$ cat config.mk
export PLATFORM = sky130hd
export DESIGN_NAME = slave_image1_decode_translate
export DESIGN_NICKNAME = d
export VERILOG_FILES = /design/src/pkg/image1_pkg.sv /design/src/verilog/req_skid_buffer.sv /design/src/verilog/slave_image1_decode_translate.sv
export VERILOG_INCLUDE_DIRS = /design/src /design/src/pkg
export SDC_FILE = /design/constraint.sdc
export NUM_CORES = 1
export LEC_CHECK = 0
export BUFFER_PORTS_ARGS = -buffer_cell sky130_fd_sc_hd__clkbuf_2
export CAP_MARGIN = 10
export CORE_ASPECT_RATIO = 0.6
export CORE_MARGIN = 3
export CORE_UTILIZATION = 46
export DETAILED_ROUTE_END_ITERATION = 8
export PLACE_DENSITY = 0.75
export SYNTH_ARGS = -nofsm -noshare
export SYNTH_HDL_FRONTEND = slang
export SYNTH_SLANG_ARGS = --single-unit
$ cat constraint.sdc
create_clock -name sys_clk_i -period 1.5 [get_ports sys_clk_i]
set_input_delay 0.075 -clock sys_clk_i [delete_from_list [all_inputs] [get_ports sys_clk_i]]
set_output_delay 0.075 -clock sys_clk_i [all_outputs]
set_load 0.05 [all_outputs]
$ cat src/pkg/image1_params.svh
// offsets, field positions, reset values and masks of the image 1 block
// assumes byte addressing on the register bus, one aligned word per register
`ifndef IMAGE1_PARAMS_SVH
`define IMAGE1_PARAMS_SVH

// register byte offsets
`define IMG1_CTL_OFS       12'hf10
`define IMG1_AT_OFS        12'hf14
`define IMG1_STAT_OFS      12'hf18

// control register fields
`define IMG1_POST_EN_BIT   31
`define IMG1_SPACE_BIT     24
`define IMG1_PREFETCH_BIT  23
`define IMG1_CTL_MASK      32'h8180_0000
`define IMG1_CTL_RESET     32'h0000_0000

// address translation register fields
`define IMG1_BASE_HI       31
`define IMG1_BASE_LO       16
`define IMG1_CODE_HI       7
`define IMG1_CODE_LO       4
`define IMG1_EN_BIT        0
`define IMG1_AT_MASK       32'hffff_00f1
`define IMG1_AT_RESET      32'h0000_0000

// smallest translated window is 64 Kbytes: bits 31..16
`define IMG1_XLAT_BASE_MASK 32'hffff_0000

`endif

$ cat src/pkg/image1_pkg.sv
// types shared by the image 1 decode and translate block
// assumes nothing of its surroundings
package image1_pkg;

	typedef enum logic [2:0]
	{
		cmd_delayed_read,
		cmd_prefetch_read,
		cmd_delayed_write,
		cmd_posted_write,
		cmd_bus_error
	} pci_cmd_type;

	typedef enum logic
	{
		st_idle,
		st_hold
	} lb_state_type;

	typedef struct packed
	{
		pci_cmd_type cmd;
		logic [31:0] addr;
	} pci_req_type;

endpackage

$ cat src/verilog/req_skid_buffer.sv
// two-entry buffer with valid and ready on both sides
// assumes one clock, synchronous active-high reset, clock enable freezes state
`timescale 1ns/10ps
module req_skid_buffer
#(
	parameter int WIDTH = 35
)
(
	input  wire logic             sys_clk_i,
	input  wire logic             rst_i,
	input  wire logic             ce_i,
	input  wire logic             in_valid_i,
	output logic                  in_ready_o,
	input  wire logic [WIDTH-1:0] in_data_i,
	output logic                  out_valid_o,
	input  wire logic             out_ready_i,
	output logic [WIDTH-1:0]      out_data_o
);

	logic             out_valid_ff;
	logic [WIDTH-1:0] out_data_ff;
	logic             spare_valid_ff;
	logic [WIDTH-1:0] spare_data_ff;
	wire              push_w;
	wire              advance_w;

	assign push_w      = in_valid_i && !spare_valid_ff;
	assign advance_w   = !out_valid_ff || out_ready_i;
	assign in_ready_o  = !spare_valid_ff;
	assign out_valid_o = out_valid_ff;
	assign out_data_o  = out_data_ff;

	// a word arriving while the head is stalled parks in the spare slot
	always_ff @(posedge sys_clk_i)
	begin
		if (rst_i)
		begin
			out_valid_ff   <= 1'b0;
			spare_valid_ff <= 1'b0;
			out_data_ff    <= '0;
			spare_data_ff  <= '0;
		end
		else if (ce_i)
		begin
			if (advance_w)
			begin
				out_valid_ff   <= spare_valid_ff || push_w;
				out_data_ff    <= spare_valid_ff ? spare_data_ff : in_data_i;
				spare_valid_ff <= 1'b0;
			end
			else if (push_w)
			begin
				spare_data_ff  <= in_data_i;
				spare_valid_ff <= 1'b1;
			end
		end
	end

endmodule

$ cat src/verilog/slave_image1_decode_translate.sv
// decode and address translation for the second local-bus slave image
// assumes local bus inputs synchronous to sys_clk_i and an Avalon-MM master
//
// Added by the designer: register access over Avalon-MM.
`timescale 1ns/10ps
`include "image1_params.svh"

// What this block does
// - select plus image select one picks image
// - single read prefetches only if enabled and memory
// - burst read to I/O gives bus error
// - single write posts only if enabled and memory
// - burst write posts to memory, errors to I/O
// - translation base replaces translated upper address bits
// - translate only while translation-on bit set
// - block size code sets translated line count
// - translation fields read/write, cleared by reset
// - settings never loaded from serial memory
// - space select: 0 memory, 1 I/O, resets 0
// - post and prefetch enables, 1 on, reset 0
module slave_image1_decode_translate
	import image1_pkg::*;
(
	input  wire logic        sys_clk_i,
	input  wire logic        rst_i,
	input  wire logic        ce_i,
	input  wire logic [11:0] avs_address_i,
	input  wire logic        avs_read_i,
	input  wire logic        avs_write_i,
	input  wire logic [31:0] avs_writedata_i,
	input  wire logic [3:0]  avs_byteenable_i,
	output logic [31:0]      avs_readdata_o,
	output logic             avs_waitrequest_o,
	input  wire logic        pci_window_select_n_i,
	input  wire logic        image_select_i,
	input  wire logic        lb_write_i,
	input  wire logic        lb_burst_i,
	input  wire logic [31:0] lb_addr_i,
	output logic             lb_ack_o,
	output logic             lb_berr_o,
	output logic             pci_req_valid_o,
	output pci_req_type      pci_req_o,
	input  wire logic        pci_req_ready_i
);

	// ==========================================================
	// register storage
	// ==========================================================
	logic [31:0]  ctl_ff;
	logic [31:0]  at_ff;
	logic [31:0]  readdata_ff;
	logic         waitrequest_ff;
	lb_state_type state_ff;
	lb_state_type nxt_state;
	logic         ack_ff;
	logic         berr_ff;
	pci_cmd_type  last_cmd_ff;
	logic         nxt_ack;
	logic         nxt_berr;

	// ==========================================================
	// register bus decode
	// ==========================================================
	wire [31:0] be_mask_w;
	wire        hit_ctl_w;
	wire        hit_at_w;
	wire        hit_stat_w;
	wire        wr_now_w;
	wire        rd_start_w;
	wire [31:0] rd_mux_w;
	wire [31:0] stat_w;
	wire        buf_in_ready_w;

	assign be_mask_w  = {{8{avs_byteenable_i[3]}}, {8{avs_byteenable_i[2]}},
	                     {8{avs_byteenable_i[1]}}, {8{avs_byteenable_i[0]}}};
	assign hit_ctl_w  = avs_address_i[11:2] == `IMG1_CTL_OFS >> 2;
	assign hit_at_w   = avs_address_i[11:2] == `IMG1_AT_OFS >> 2;
	assign hit_stat_w = avs_address_i[11:2] == `IMG1_STAT_OFS >> 2;
	// a write takes effect only at the edge where waitrequest is seen low
	assign wr_now_w   = avs_write_i && !waitrequest_ff;
	assign rd_start_w = (avs_read_i || avs_write_i) && waitrequest_ff;

	assign stat_w     = {27'h000_0000, !buf_in_ready_w, state_ff == st_hold, last_cmd_ff};

	// unmapped addresses read as zero, writes to them are dropped
	assign rd_mux_w   = hit_ctl_w  ? ctl_ff :
	                    hit_at_w   ? at_ff :
	                    hit_stat_w ? stat_w : 32'h0000_0000;

	wire [31:0] nxt_ctl_w;
	wire [31:0] nxt_at_w;

	assign nxt_ctl_w = ((ctl_ff & ~be_mask_w) | (avs_writedata_i & be_mask_w)) & `IMG1_CTL_MASK;
	assign nxt_at_w  = ((at_ff & ~be_mask_w) | (avs_writedata_i & be_mask_w)) & `IMG1_AT_MASK;

	// reset clears everything; no serial-memory preload path exists for this image
	always_ff @(posedge sys_clk_i)
	begin
		if (rst_i)
		begin
			ctl_ff <= `IMG1_CTL_RESET;
			at_ff  <= `IMG1_AT_RESET;
		end
		else if (ce_i && wr_now_w)
		begin
			if (hit_ctl_w)
			begin
				ctl_ff <= nxt_ctl_w;
			end
			if (hit_at_w)
			begin
				at_ff <= nxt_at_w;
			end
		end
	end

	// waitrequest drops one cycle after a request is seen, then rises again
	// ce_i must stay high across the answer cycle: the master releases on the low waitrequest
	always_ff @(posedge sys_clk_i)
	begin
		if (rst_i)
		begin
			waitrequest_ff <= 1'b1;
			readdata_ff    <= 32'h0000_0000;
		end
		else if (ce_i)
		begin
			waitrequest_ff <= !rd_start_w;
			if (rd_start_w)
			begin
				readdata_ff <= rd_mux_w;
			end
		end
	end

	assign avs_readdata_o    = readdata_ff;
	assign avs_waitrequest_o = waitrequest_ff;

	// ==========================================================
	// field extraction
	// ==========================================================
	wire        post_en_w;
	wire        io_space_w;
	wire        prefetch_en_w;
	wire [15:0] xlat_base_w;
	wire [3:0]  blk_code_w;
	wire        xlat_en_w;

	assign post_en_w     = ctl_ff[`IMG1_POST_EN_BIT];
	assign io_space_w    = ctl_ff[`IMG1_SPACE_BIT];
	assign prefetch_en_w = ctl_ff[`IMG1_PREFETCH_BIT];
	assign xlat_base_w   = at_ff[`IMG1_BASE_HI:`IMG1_BASE_LO];
	assign blk_code_w    = at_ff[`IMG1_CODE_HI:`IMG1_CODE_LO];
	assign xlat_en_w     = at_ff[`IMG1_EN_BIT];

	// ==========================================================
	// transaction decode
	// ==========================================================
	wire         sel_w;
	pci_cmd_type single_rd_w;
	pci_cmd_type burst_rd_w;
	pci_cmd_type single_wr_w;
	pci_cmd_type burst_wr_w;
	pci_cmd_type cmd_w;
	wire         err_w;

	assign sel_w       = !pci_window_select_n_i && image_select_i;
	assign single_rd_w = (prefetch_en_w && !io_space_w) ? cmd_prefetch_read : cmd_delayed_read;
	assign burst_rd_w  = io_space_w ? cmd_bus_error : cmd_delayed_read;
	assign single_wr_w = (post_en_w && !io_space_w) ? cmd_posted_write : cmd_delayed_write;
	assign burst_wr_w  = io_space_w ? cmd_bus_error : cmd_posted_write;
	assign cmd_w       = lb_write_i ? (lb_burst_i ? burst_wr_w : single_wr_w)
	                                : (lb_burst_i ? burst_rd_w : single_rd_w);
	assign err_w       = cmd_w == cmd_bus_error;

	// ==========================================================
	// address translation
	// ==========================================================
	wire [31:0] xlat_mask_w;
	wire [31:0] pci_addr_w;

	// translated lines run from A31 down to bit 16 plus the block size code
	assign xlat_mask_w = `IMG1_XLAT_BASE_MASK << blk_code_w;
	assign pci_addr_w  = xlat_en_w
	                   ? ((lb_addr_i & ~xlat_mask_w) | ({xlat_base_w, 16'h0000} & xlat_mask_w))
	                   : lb_addr_i;

	// ==========================================================
	// local bus handshake
	// ==========================================================
	wire         take_w;
	wire         push_w;
	pci_req_type req_in_w;

	// an error needs no buffer room, since it never reaches the PCI side
	// a full buffer stalls the access: the master keeps its select until the answer
	assign take_w   = (state_ff == st_idle) && sel_w && (err_w || buf_in_ready_w);
	assign push_w   = take_w && !err_w;
	assign req_in_w = '{cmd: cmd_w, addr: pci_addr_w};

	always_comb
	begin
		nxt_state = state_ff;
		nxt_ack   = 1'b0;
		nxt_berr  = 1'b0;
		case (state_ff)
			st_idle:
			begin
				if (take_w)
				begin
					nxt_state = st_hold;
					nxt_ack   = !err_w;
					nxt_berr  = err_w;
				end
			end
			st_hold:
			begin
				// the master must drop its select before the next access
				if (!sel_w)
				begin
					nxt_state = st_idle;
				end
			end
			default:
			begin
				nxt_state = st_idle;
			end
		endcase
	end

	always_ff @(posedge sys_clk_i)
	begin
		if (rst_i)
		begin
			state_ff    <= st_idle;
			ack_ff      <= 1'b0;
			berr_ff     <= 1'b0;
			last_cmd_ff <= cmd_delayed_read;
		end
		else if (ce_i)
		begin
			state_ff <= nxt_state;
			ack_ff   <= nxt_ack;
			berr_ff  <= nxt_berr;
			if (take_w)
			begin
				last_cmd_ff <= cmd_w;
			end
		end
	end

	assign lb_ack_o  = ack_ff;
	assign lb_berr_o = berr_ff;

	// ==========================================================
	// request buffer toward the PCI master
	// ==========================================================
	logic [$bits(pci_req_type)-1:0] buf_out_w;

	req_skid_buffer
	#(
		.WIDTH ($bits(pci_req_type))
	)
	u_req_buffer
	(
		.sys_clk_i   (sys_clk_i),
		.rst_i       (rst_i),
		.ce_i        (ce_i),
		.in_valid_i  (push_w),
		.in_ready_o  (buf_in_ready_w),
		.in_data_i   (req_in_w),
		.out_valid_o (pci_req_valid_o),
		.out_ready_i (pci_req_ready_i),
		.out_data_o  (buf_out_w)
	);

	assign pci_req_o = pci_req_type'(buf_out_w);

	// ==========================================================
	// checks
	// ==========================================================
	a_image_select_only: assert property (
		@(posedge sys_clk_i) disable iff (rst_i)
		((lb_ack_o || lb_berr_o) && $past(ce_i))
		|-> (!$past(pci_window_select_n_i) && $past(image_select_i)))
		else $error("access answered without image 1 selected");

	a_single_read_kind: assert property (
		@(posedge sys_clk_i) disable iff (rst_i)
		(take_w && !lb_write_i && !lb_burst_i)
		|-> ((cmd_w == cmd_prefetch_read) == (prefetch_en_w && !io_space_w)) && !err_w)
		else $error("single read decoded wrongly");

	a_burst_read_kind: assert property (
		@(posedge sys_clk_i) disable iff (rst_i)
		(take_w && !lb_write_i && lb_burst_i)
		|-> (io_space_w ? cmd_w == cmd_bus_error : cmd_w == cmd_delayed_read))
		else $error("burst read decoded wrongly");

	a_single_write_kind: assert property (
		@(posedge sys_clk_i) disable iff (rst_i)
		(take_w && lb_write_i && !lb_burst_i)
		|-> ((cmd_w == cmd_posted_write) == (post_en_w && !io_space_w)) && !err_w)
		else $error("single write decoded wrongly");

	a_burst_write_kind: assert property (
		@(posedge sys_clk_i) disable iff (rst_i)
		(take_w && lb_write_i && lb_burst_i)
		|-> (io_space_w ? cmd_w == cmd_bus_error : cmd_w == cmd_posted_write))
		else $error("burst write decoded wrongly");

	a_top_code_xlat: assert property (
		@(posedge sys_clk_i) disable iff (rst_i)
		(take_w && xlat_en_w && blk_code_w == 4'hf)
		|-> (pci_addr_w == {xlat_base_w[15], lb_addr_i[30:0]}))
		else $error("code 1111 must translate A31 only");

	a_base_xlat_bits: assert property (
		@(posedge sys_clk_i) disable iff (rst_i)
		(take_w && xlat_en_w && blk_code_w == 4'h0)
		|-> (pci_addr_w == {xlat_base_w, lb_addr_i[15:0]}))
		else $error("code 0000 must translate A31 to A16");

	a_xlat_off_pass: assert property (
		@(posedge sys_clk_i) disable iff (rst_i)
		(take_w && !xlat_en_w) |-> (pci_addr_w == lb_addr_i))
		else $error("address changed with translation off");

	a_berr_no_pci: assert property (
		@(posedge sys_clk_i) disable iff (rst_i)
		(ce_i && take_w && err_w)
		|=> (lb_berr_o && !lb_ack_o && !$rose(pci_req_valid_o) && !$fell(buf_in_ready_w)))
		else $error("bus error reached the PCI side");

	a_regs_cleared: assert property (
		@(posedge sys_clk_i)
		$fell(rst_i) |-> (at_ff == 32'h0000_0000 && ctl_ff == 32'h0000_0000))
		else $error("settings not cleared by reset");

	a_bus_answer_one: assert property (
		@(posedge sys_clk_i) disable iff (rst_i)
		(ce_i && avs_read_i && avs_waitrequest_o) |=> !avs_waitrequest_o)
		else $error("read not answered in one cycle");

endmodule

Yosys cells after proc, flatten, opt, wreduce, memory -nomap -nowiden
Index checks and enable logic that the tools add are counted.
Widths: inputs -> output; s select.
{"block": "word_totals", "reg_bits": 135, "in_bits": 90, "wordCells": 79}
{"block": "classes", "bitwise": 12, "eq_ne": 4, "shift": 1, "n_mux": 21, "reduce_logical": 29}
{"op": "$and 32x32->32", "count": 5}
{"op": "$mux 32", "count": 3}
{"op": "$or 32x32->32", "count": 3}
{"op": "$not 32->32", "count": 2}
{"op": "$mux 35", "count": 1}
{"op": "$shl 32x4->32 const A", "count": 1}
{"op": "$eq 10x10->1 const B", "count": 3}
{"op": "$mux 3", "count": 5}
{"op": "$reduce_and 2->1", "count": 6}
{"op": "$logic_and 1x1->1", "count": 10}
{"op": "$mux 1", "count": 10}
{"op": "$logic_not 1->1", "count": 7}
{"op": "$mux 5", "count": 1}
{"op": "$logic_or 1x1->1", "count": 4}
{"op": "$eq 3x3->1 const B", "count": 1}
{"op": "$reduce_and 3->1", "count": 1}
{"op": "$not 1->1", "count": 2}
{"op": "$pmux 1 s2", "count": 1}
{"op": "$reduce_bool 2->1", "count": 1}

Depth between registers and ports, before layout
Gate-level depths: netlist of run 1.
{"block": "depth", "ltp_word": 12, "mapped_depth": 6, "ltp_nobuf": 4}

Modules after synthesis
Synthesis of run 1 repeated with hierarchy kept, for this count alone.
{"block": "hier_totals", "cells_unflattened": 604, "hier_area_um2": 6049.6}
{"mod": "req_skid_buffer", "instances": 1, "cells_per_inst": 324, "area_per_inst_um2": 3473.3, "seq_area_each_um2": 1441.4}
{"mod": "slave_image1_decode_translate", "instances": 1, "cells_per_inst": 280, "area_per_inst_um2": 2576.2, "seq_area_each_um2": 1101.1}

Worst setup path before layout of run 1
No wires, ideal clock.
{"block": "synth_path", "kind": "reg2reg", "startpoint": "register waitrequest_ff, in the netlist avs_waitrequest_o", "endpoint": "register (tool-made name)", "t_required_ns": 1.372, "synth_period_minus_slack_ns": 1.778, "path_slack_ns": -0.278, "setup_time_ns": 0.128, "path_buffers": 0, "path_stages_with_launch": 5, "arrival_time_ns": 1.650, "cell_sequence": "dfxtp_1 -> nand2b_1 -> nor4_4 -> mux2i_1 -> nor2_1"}
{"element": "start: declaration", "line_no": "slave_image1_decode_translate.sv:52", "rtl": "logic waitrequest_ff;"}
{"element": "start signal: assignment", "line_no": "slave_image1_decode_translate.sv:128", "rtl": "waitrequest_ff <= !rd_start_w;"}

Final worst setup path of run 1
{"block": "layout_path", "startpoint": "register state_ff", "endpoint": "register u_req_buffer.spare_data_ff[29]"}
{"block": "layout_between", "elab_chain_cells": 6}
{"element": "start: declaration", "line_no": "slave_image1_decode_translate.sv:53", "rtl": "lb_state_type state_ff;"}
{"element": "start signal: assignment", "line_no": "slave_image1_decode_translate.sv:235", "rtl": "state_ff <= st_idle;"}
{"element": "start signal: assignment", "line_no": "slave_image1_decode_translate.sv:242", "rtl": "state_ff <= nxt_state;"}
{"element": "$not 1->1"}
{"element": "$logic_and 1x1->1 (2 in series)", "line_no": "slave_image1_decode_translate.sv:197", "rtl": "assign take_w = (state_ff == st_idle) && sel_w && (err_w || buf_in_ready_w);"}
{"element": "$logic_and 1x1->1", "line_no": "slave_image1_decode_translate.sv:198", "rtl": "assign push_w = take_w && !err_w;"}
{"element": "$logic_and 1x1->1", "line_no": "req_skid_buffer.sv:27", "rtl": "assign push_w = in_valid_i && !spare_valid_ff;"}
{"element": "$reduce_and 3->1 (no source line)"}
{"element": "end signal: assignment", "line_no": "req_skid_buffer.sv:53", "rtl": "spare_data_ff <= in_data_i;"}
{"element": "end: declaration", "line_no": "req_skid_buffer.sv:23", "rtl": "logic [WIDTH-1:0] spare_data_ff;"}
Every way passes these cells.
A chain may end at the register's enable or synchronous reset.

==> run_results.csv, run 1 <==
group,metric,value,unit
run_status,outcome,"finished, violations left",
run_status,violations,"setup timing",
worst_setup_path,cp-start-kind,"flop",
floorplan,rows,29,
worst_setup_path,critPathBufInv,2,
worst_setup_path,r2r_start,"state_ff",
route,wirelength,16900,um
worst_setup_path,cp.depth,6,
layout,drive_above_1_share,32.1,%
layout,final_area,7820,um2
worst_setup_path,r2r_cells,6,
global_routing,grt_overflow,0,
global_routing,grt_pass1_wl,26500,um
placed_design,placedCellCount,897,
route,drc_errors,0,
route,wire_per_inst,17.3,um
floorplan,die_h,89.8,um
run,drv_cap,0,
timing,min_period,1.52,ns
worst_setup_path,critPathMaxStageDelay,0.33,ns
synth,avgSynthCellArea,8.85,um2
synth,synthSimpleGateAreaFrac,20.9,%
floorplan,start_util,48.9,%
cts,clk_latency,0.41,ns
synth,synth_commonest_cells,"dfxtp_1, nor2_1, nand2_1",
cts,clk_pin_slew_worst_paths,0.05,ns
global_routing,first_global_vias,5262,
route,drt_iter0_drc,408,
cts,cts_tree,"yes",
worst_setup_path,arrival,1.80,ns
placed_design,port_buffers,138,
worst_setup_path,end_kind,"flop",
cts,htreeDepth,4,
floorplan,die_width,146,um
min_path,hp-class,"input pin to flop",
floorplan,die-area,13100,um2
route,postRouteAntennaNets,0,
cts,root_buffer,"clkbuf_16",
layout,num_antenna_cells,0,
synth,synth.area.top_cells,"dfxtp_1, mux2i_1, nor2_1, nand2_1, a211oi_1",
timing,setup_viol,1,
worst_setup_path,worstSetupStartpoint,"state_ff",
timing,worst_slack,-0.0170,ns
synth,synth_fa_ha_area_share,0,%
worst_setup_path,crit_chain,"nor3b_4 -> buf_4 -> nand4b_1 -> buf_4 -> a311oi_1 -> nor3_1",
synth,synth_area,5380,um2
route,vias,5463,
route,dr.pass1.iters,5,
synth,syn_inst,608,
worst_setup_path,critPathTopFamily,"simple AND/OR/NAND/NOR gates",
route,via_per_inst,5.61,
worst_setup_path,cpMostUsedCell,"buf_4",
synth,async_flop_share,0,%
global_routing,antenna_found_initial,0,
cts,cts.sink_count,127,
synth,synth_largest_area_cell,"dfxtp_1",
cts,numCtsBuffers,17,
placed_design,dpl_cell_area,6480,um2
timing,hold_slack,0.0438,ns
synth,synth-seq-cells,127,
synth,synth_compound_area_share,16.5,%
power_and_ir_drop,p_leak,0.00317,uW
worst_setup_path,cp_slowest_cell,"dfxtp_2",
layout,stdcell_count,974,
power_and_ir_drop,ir_drop,0.793,mV
timing,finalCritPeriodShare,101,%
timing,rsz0062_at_grt,"yes",
synth,yosys_most_used_dff,"dfxtp_1",
timing,slew_viol_final,0,
synth,synthXorXnorAreaFrac,0,%
worst_setup_path,criticalPathCategory,"flop to flop",
synth,synth_top_family_by_area,"simple AND/OR/NAND/NOR gates",
layout,fin_util,71.1,%
floorplan,ioPinCount,161,
synth,ys_types,45,
worst_setup_path,reg2reg_setup_slack,-0.02,ns
placed_design,routabilityCongestion,0.857,
global_routing,grt_start_max_net_pins,39,
layout,area_delta_synth_final,45.3,%
timing,timing_hold_violations_final,0,
worst_setup_path,critPathCapture,"u_req_buffer.spare_data_ff[29]",
layout,nets,898,
synth,ys_seq_area_share,47.3,%
synth,netlist.area_leader.share,47.3,%
power_and_ir_drop,power,8950,uW
timing,fin_skew,0.00755,ns
synth,yosysMostFrequentCell,"dfxtp_1",
synth,synth.area.mux_share,9.96,%
synth,synth-edff-count,0,
worst_setup_path,cp_max_fo,7,
worst_setup_path,worstPathRequired,1.78,ns
synth,ys_warn_count,0,
power_and_ir_drop,p_per_area,1150,nW/um2
layout,fill_cells,808,
worst_setup_path,r2r-end,"u_req_buffer.spare_data_ff[29]",
floorplan,core-area,11000,um2
cts,clk_path_buf_depth,2,
timing,fmaxAchievable,0.659,GHz
placed_design,dp_hpwl,11200,um
global_routing,grtUsageTotal,24.6,%
## cells in the final DEF, fill, tap and decap left out, types with 5 or more instances in the layout
cell           count
mux2i_1           46
dfxtp_4            6
clkbuf_16         19
clkbuf_8           5
nor2_1            87
nand2_1           74
buf_4             37
a21oi_1           35
a22oi_1           19
o221ai_1           6
dlygate4sd3_1     41
a32oi_1            6
o21ai_0            5
inv_1              5
clkbuf_2         137
o211ai_1           6
a211oi_1          24
conb_1             8
dfxtp_1          118
buf_12             8
nand2b_1           8
nor3_1            12
nand3_1           20
## routing by layer
layer,global-route usage [%],vias up,wire (um)
met3,5.48,39,1250
li1,-,2545,-
met5,0,-,0
met4,8.53,0,328
met2,38.5,269,7740
met1,33.8,2610,7560
## logic make-up after synthesis
logic type	count (synthesis)
compound gates	129
flops	127
simple gates	237
mux	53
buf+inv	61
other cells	1
## how the worst min path moves through the flow
stage	from	to	slack (ns)	depth (start not counted)
floorplan	lb_addr_i[0]	u_req_buffer.spare_data_ff[0]	0.21	2
CTS	pci_window_select_n_i	state_ff	0.007	3
finish	lb_addr_i[24]	u_req_buffer.spare_data_ff[24]	0.04	3
global placement	avs_writedata_i[17]	flop	0.31	3
detailed placement	lb_addr_i[4]	u_req_buffer.spare_data_ff[4]	0.32	3
global route	avs_byteenable_i[3]	flop	0.06	3
## power by group
part           switching [uW]  internal [uW]  leakage, uW
Clock                    1420           3090     0.000318
Sequential               48.1           3440      0.00104
Combinational             622            329      0.00182
## per-stage QoR
stage | TNS (ns) | setup WS, ns
6_report | -0.0170 | -0.0170
5_1_grt | -0.171 | -0.0492
4_1_cts | -0.0149 | -0.0122
3_5_place_dp | -2.08 | -0.163
3_3_place_gp | -0.199 | -0.0243
2_1_floorplan | -0.404 | -0.0458
## tightest hold or removal path, cell delays in order
cell      delay, ns
clkbuf_2       0.09
mux2i_2        0.08
a211oi_2       0.16
## final cells by class
class / instances / area (um2) / area share (%)
clock inverter: 4 / 120 / 1.54
clock buffer: 26 / 531 / 6.79
timing repair buffer: 229 / 1630 / 20.9
inverter: 6 / 22.5 / 0.288
tap: 155 / 194 / 2.48
sequential: 127 / 2570 / 32.9
multi-input combinational: 427 / 2750 / 35.2
## timing repair
item	in CTS	in global routing
buffers inserted	1	3
endpoints found under the setup margin	43	48
pin swaps	3	6
resized for setup	14	40
endpoints found under the hold margin	45	0
hold buffers	41	0
gates cloned	1	1
No activity file was read; power rests on OpenSTA's default activity.
==> run 2: changes to the inputs <==
--- a/config.mk
+++ b/config.mk
@@ -13,6 +13,7 @@
 export CORE_UTILIZATION = 46
 export DETAILED_ROUTE_END_ITERATION = 8
 export PLACE_DENSITY = 0.75
+export SKIP_CTS_REPAIR_TIMING = 1
 export SYNTH_ARGS = -nofsm -noshare
 export SYNTH_HDL_FRONTEND = slang
 export SYNTH_SLANG_ARGS = --single-unit
==> run 2 against run 1 <==
Effect of this change:
- the run now ends clean
- design area decreased by 1.1%
- largest power group unchanged
- critical endpoint is now u_req_buffer.out_data_o[25]
- flip-flop and latch count unchanged
- critical path depth decreased by 1
- power decreased by 0.10%
- largest cell class unchanged
- hold slack got worse by 0.0071 ns
- maximum frequency increased by 1.3%
- global-route usage decreased by 1.3 points
- non-clock buffer count decreased by 4
- sequential power about the same
==> run_results.csv, run 2 (synthesis gave the netlist of run 1 again) <==
group,metric,value,unit
run_status,outcome,"finished, final reports clean",
placed_design,dpl_cell_area,6480,um2
route,postRouteAntennaNets,0,
worst_setup_path,cp_max_fo,7,
cts,cts_tree,"yes",
cts,numCtsBuffers,17,
route,wire_per_inst,16.7,um
worst_setup_path,critPathCapture,"u_req_buffer.out_data_o[25]",
worst_setup_path,arrival,1.78,ns
floorplan,ioPinCount,161,
placed_design,dp_hpwl,11200,um
power_and_ir_drop,p_per_area,1160,nW/um2
timing,setup_viol,0,
placed_design,routabilityCongestion,0.857,
worst_setup_path,r2r_cells,5,
worst_setup_path,r2r-end,"u_req_buffer.out_data_o[25]",
power_and_ir_drop,ir_drop,0.788,mV
worst_setup_path,reg2reg_setup_slack,0.003,ns
floorplan,start_util,48.9,%
route,wirelength,16200,um
timing,slew_viol_final,0,
placed_design,placedCellCount,897,
global_routing,grt_pass1_wl,25100,um
worst_setup_path,cp-start-kind,"flop",
cts,cts.sink_count,127,
worst_setup_path,worstPathRequired,1.78,ns
timing,rsz0062_at_grt,"yes",
floorplan,core-area,11000,um2
layout,drive_above_1_share,31.0,%
layout,final_common_cell,"clkbuf_2",
timing,min_period,1.50,ns
worst_setup_path,critPathBufInv,1,
timing,timing_hold_violations_final,0,
global_routing,antenna_found_initial,0,
timing,fin_skew,0.0109,ns
cts,clk_latency,0.41,ns
layout,stdcell_count,970,
route,drt_iter0_drc,381,
run,drv_cap,0,
worst_setup_path,cp.depth,5,
layout,final_area,7730,um2
timing,finalCritPeriodShare,99.8,%
route,via_per_inst,5.55,
global_routing,grt_overflow,0,
timing,fmaxAchievable,0.668,GHz
global_routing,first_global_vias,5013,
route,vias,5384,
floorplan,die_h,89.8,um
cts,root_buffer,"clkbuf_16",
layout,final_cell_mix,"clkbuf_2, dfxtp_1, nor2_1",
timing,worst_slack,0.00264,ns
floorplan,rows,29,
layout,nets,894,
worst_setup_path,critPathMaxStageDelay,0.37,ns
layout,area_delta_synth_final,43.7,%
worst_setup_path,crit_chain,"buf_4 -> o21ai_0 -> nand2_1 -> a221oi_1 -> o41ai_1",
route,dr.pass1.iters,5,
placed_design,port_buffers,138,
placed_design,pre_cts_ws,-0.163,ns
floorplan,die-area,13100,um2
floorplan,die_width,146,um
power_and_ir_drop,p_leak,0.00314,uW
global_routing,grtUsageTotal,23.3,%
worst_setup_path,criticalPathCategory,"flop to flop",
global_routing,grt_start_max_net_pins,39,
layout,num_antenna_cells,0,
timing,final.setup.tns,0,ns
worst_setup_path,end_kind,"flop",
route,drc_errors,0,
worst_setup_path,critPathTopFamily,"compound AO/OA/AOI/OAI gates",
worst_setup_path,cp_slowest_cell,"dfxtp_4",
cts,htreeDepth,4,
layout,fill_cells,832,
cts,clk_path_buf_depth,2,
cts,clk_pin_slew_worst_paths,0.06,ns
min_path,hp-class,"input pin to flop",
==> run 2: changes by cell type in the layout (fill, tap and decap cells not counted), moves of 2 or more <==
| cell | before | now |
|---|---|---|
| buf_6 | 4 | 2 |
| nand2_1 | 74 | 76 |
| mux2_4 | 2 | 0 |
| mux2_2 | 2 | 4 |
| nand2_2 | 2 | 0 |
| buf_4 | 37 | 35 |
| dfxtp_4 | 6 | 4 |
==> run 2: per-layer routing <==
| metal | track usage (%) | part of all wire (%) | wire length (um) |
|---|---|---|---|
| met3 | 5.53 | 7.8 | 1270 |
| met5 | 0 | 0 | 0 |
| met4 | 8.29 | 2.1 | 336 |
| met2 | 35.9 | 45 | 7300 |
| met1 | 32.1 | 45 | 7340 |
==> run 2: tightest hold or removal path, delay by kind of cell <==
kind	cells	cell delay, ns
AOI/OAI and AO/OA	1	0.08
buffers and inverters	1	0.11
and+or+nand+nor	1	0.13
==> run 2: through the flow <==
stage | hold slack, ns | utilization (%) | total power, uW
global route | 0.0603 | 70.3 | 9190
global placement | 0.312 | 59.0 | 4390
finish | 0.0367 | 70.3 | 8940
floorplan | 0.211 | - | 4120
CTS | -0.114 | 64.9 | 8880
detailed placement | 0.320 | 59.0 | 4400
==> run 2: layout make-up <==
| class | count | area [um2] | area share, % |
|---|---|---|---|
| sequential | 127 | 2560 | 33.1 |
| clock inverter | 4 | 120 | 1.55 |
| timing repair buffer | 225 | 1590 | 20.6 |
| clock buffer | 26 | 531 | 6.86 |
| multi-input combinational | 427 | 2710 | 35.0 |
| tap | 155 | 194 | 2.51 |
| inverter | 6 | 22.5 | 0.291 |
==> run 2: report_power, final <==
group | leakage, uW | switching, uW | internal, uW
clock network | 0.000318 | 1420 | 3090
registers | 0.00104 | 47.9 | 3450
logic | 0.00179 | 618 | 324
==> run 2: worst min path at each step <==
| stage | startpoint | to | slack [ns] | cells after the start |
|---|---|---|---|---|
| 6_report | pci_window_select_n_i | state_ff | 0.04 | 3 |
| 5_1_grt | pci_window_select_n_i | state_ff | 0.06 | 3 |
| 4_1_cts | lb_addr_i[4] | u_req_buffer.spare_data_ff[4] | -0.11 | 3 |
| 3_5_place_dp | lb_addr_i[4] | u_req_buffer.spare_data_ff[4] | 0.32 | 3 |
| 3_3_place_gp | avs_writedata_i[17] | flop | 0.31 | 3 |
| 2_1_floorplan | lb_addr_i[0] | u_req_buffer.spare_data_ff[0] | 0.21 | 2 |
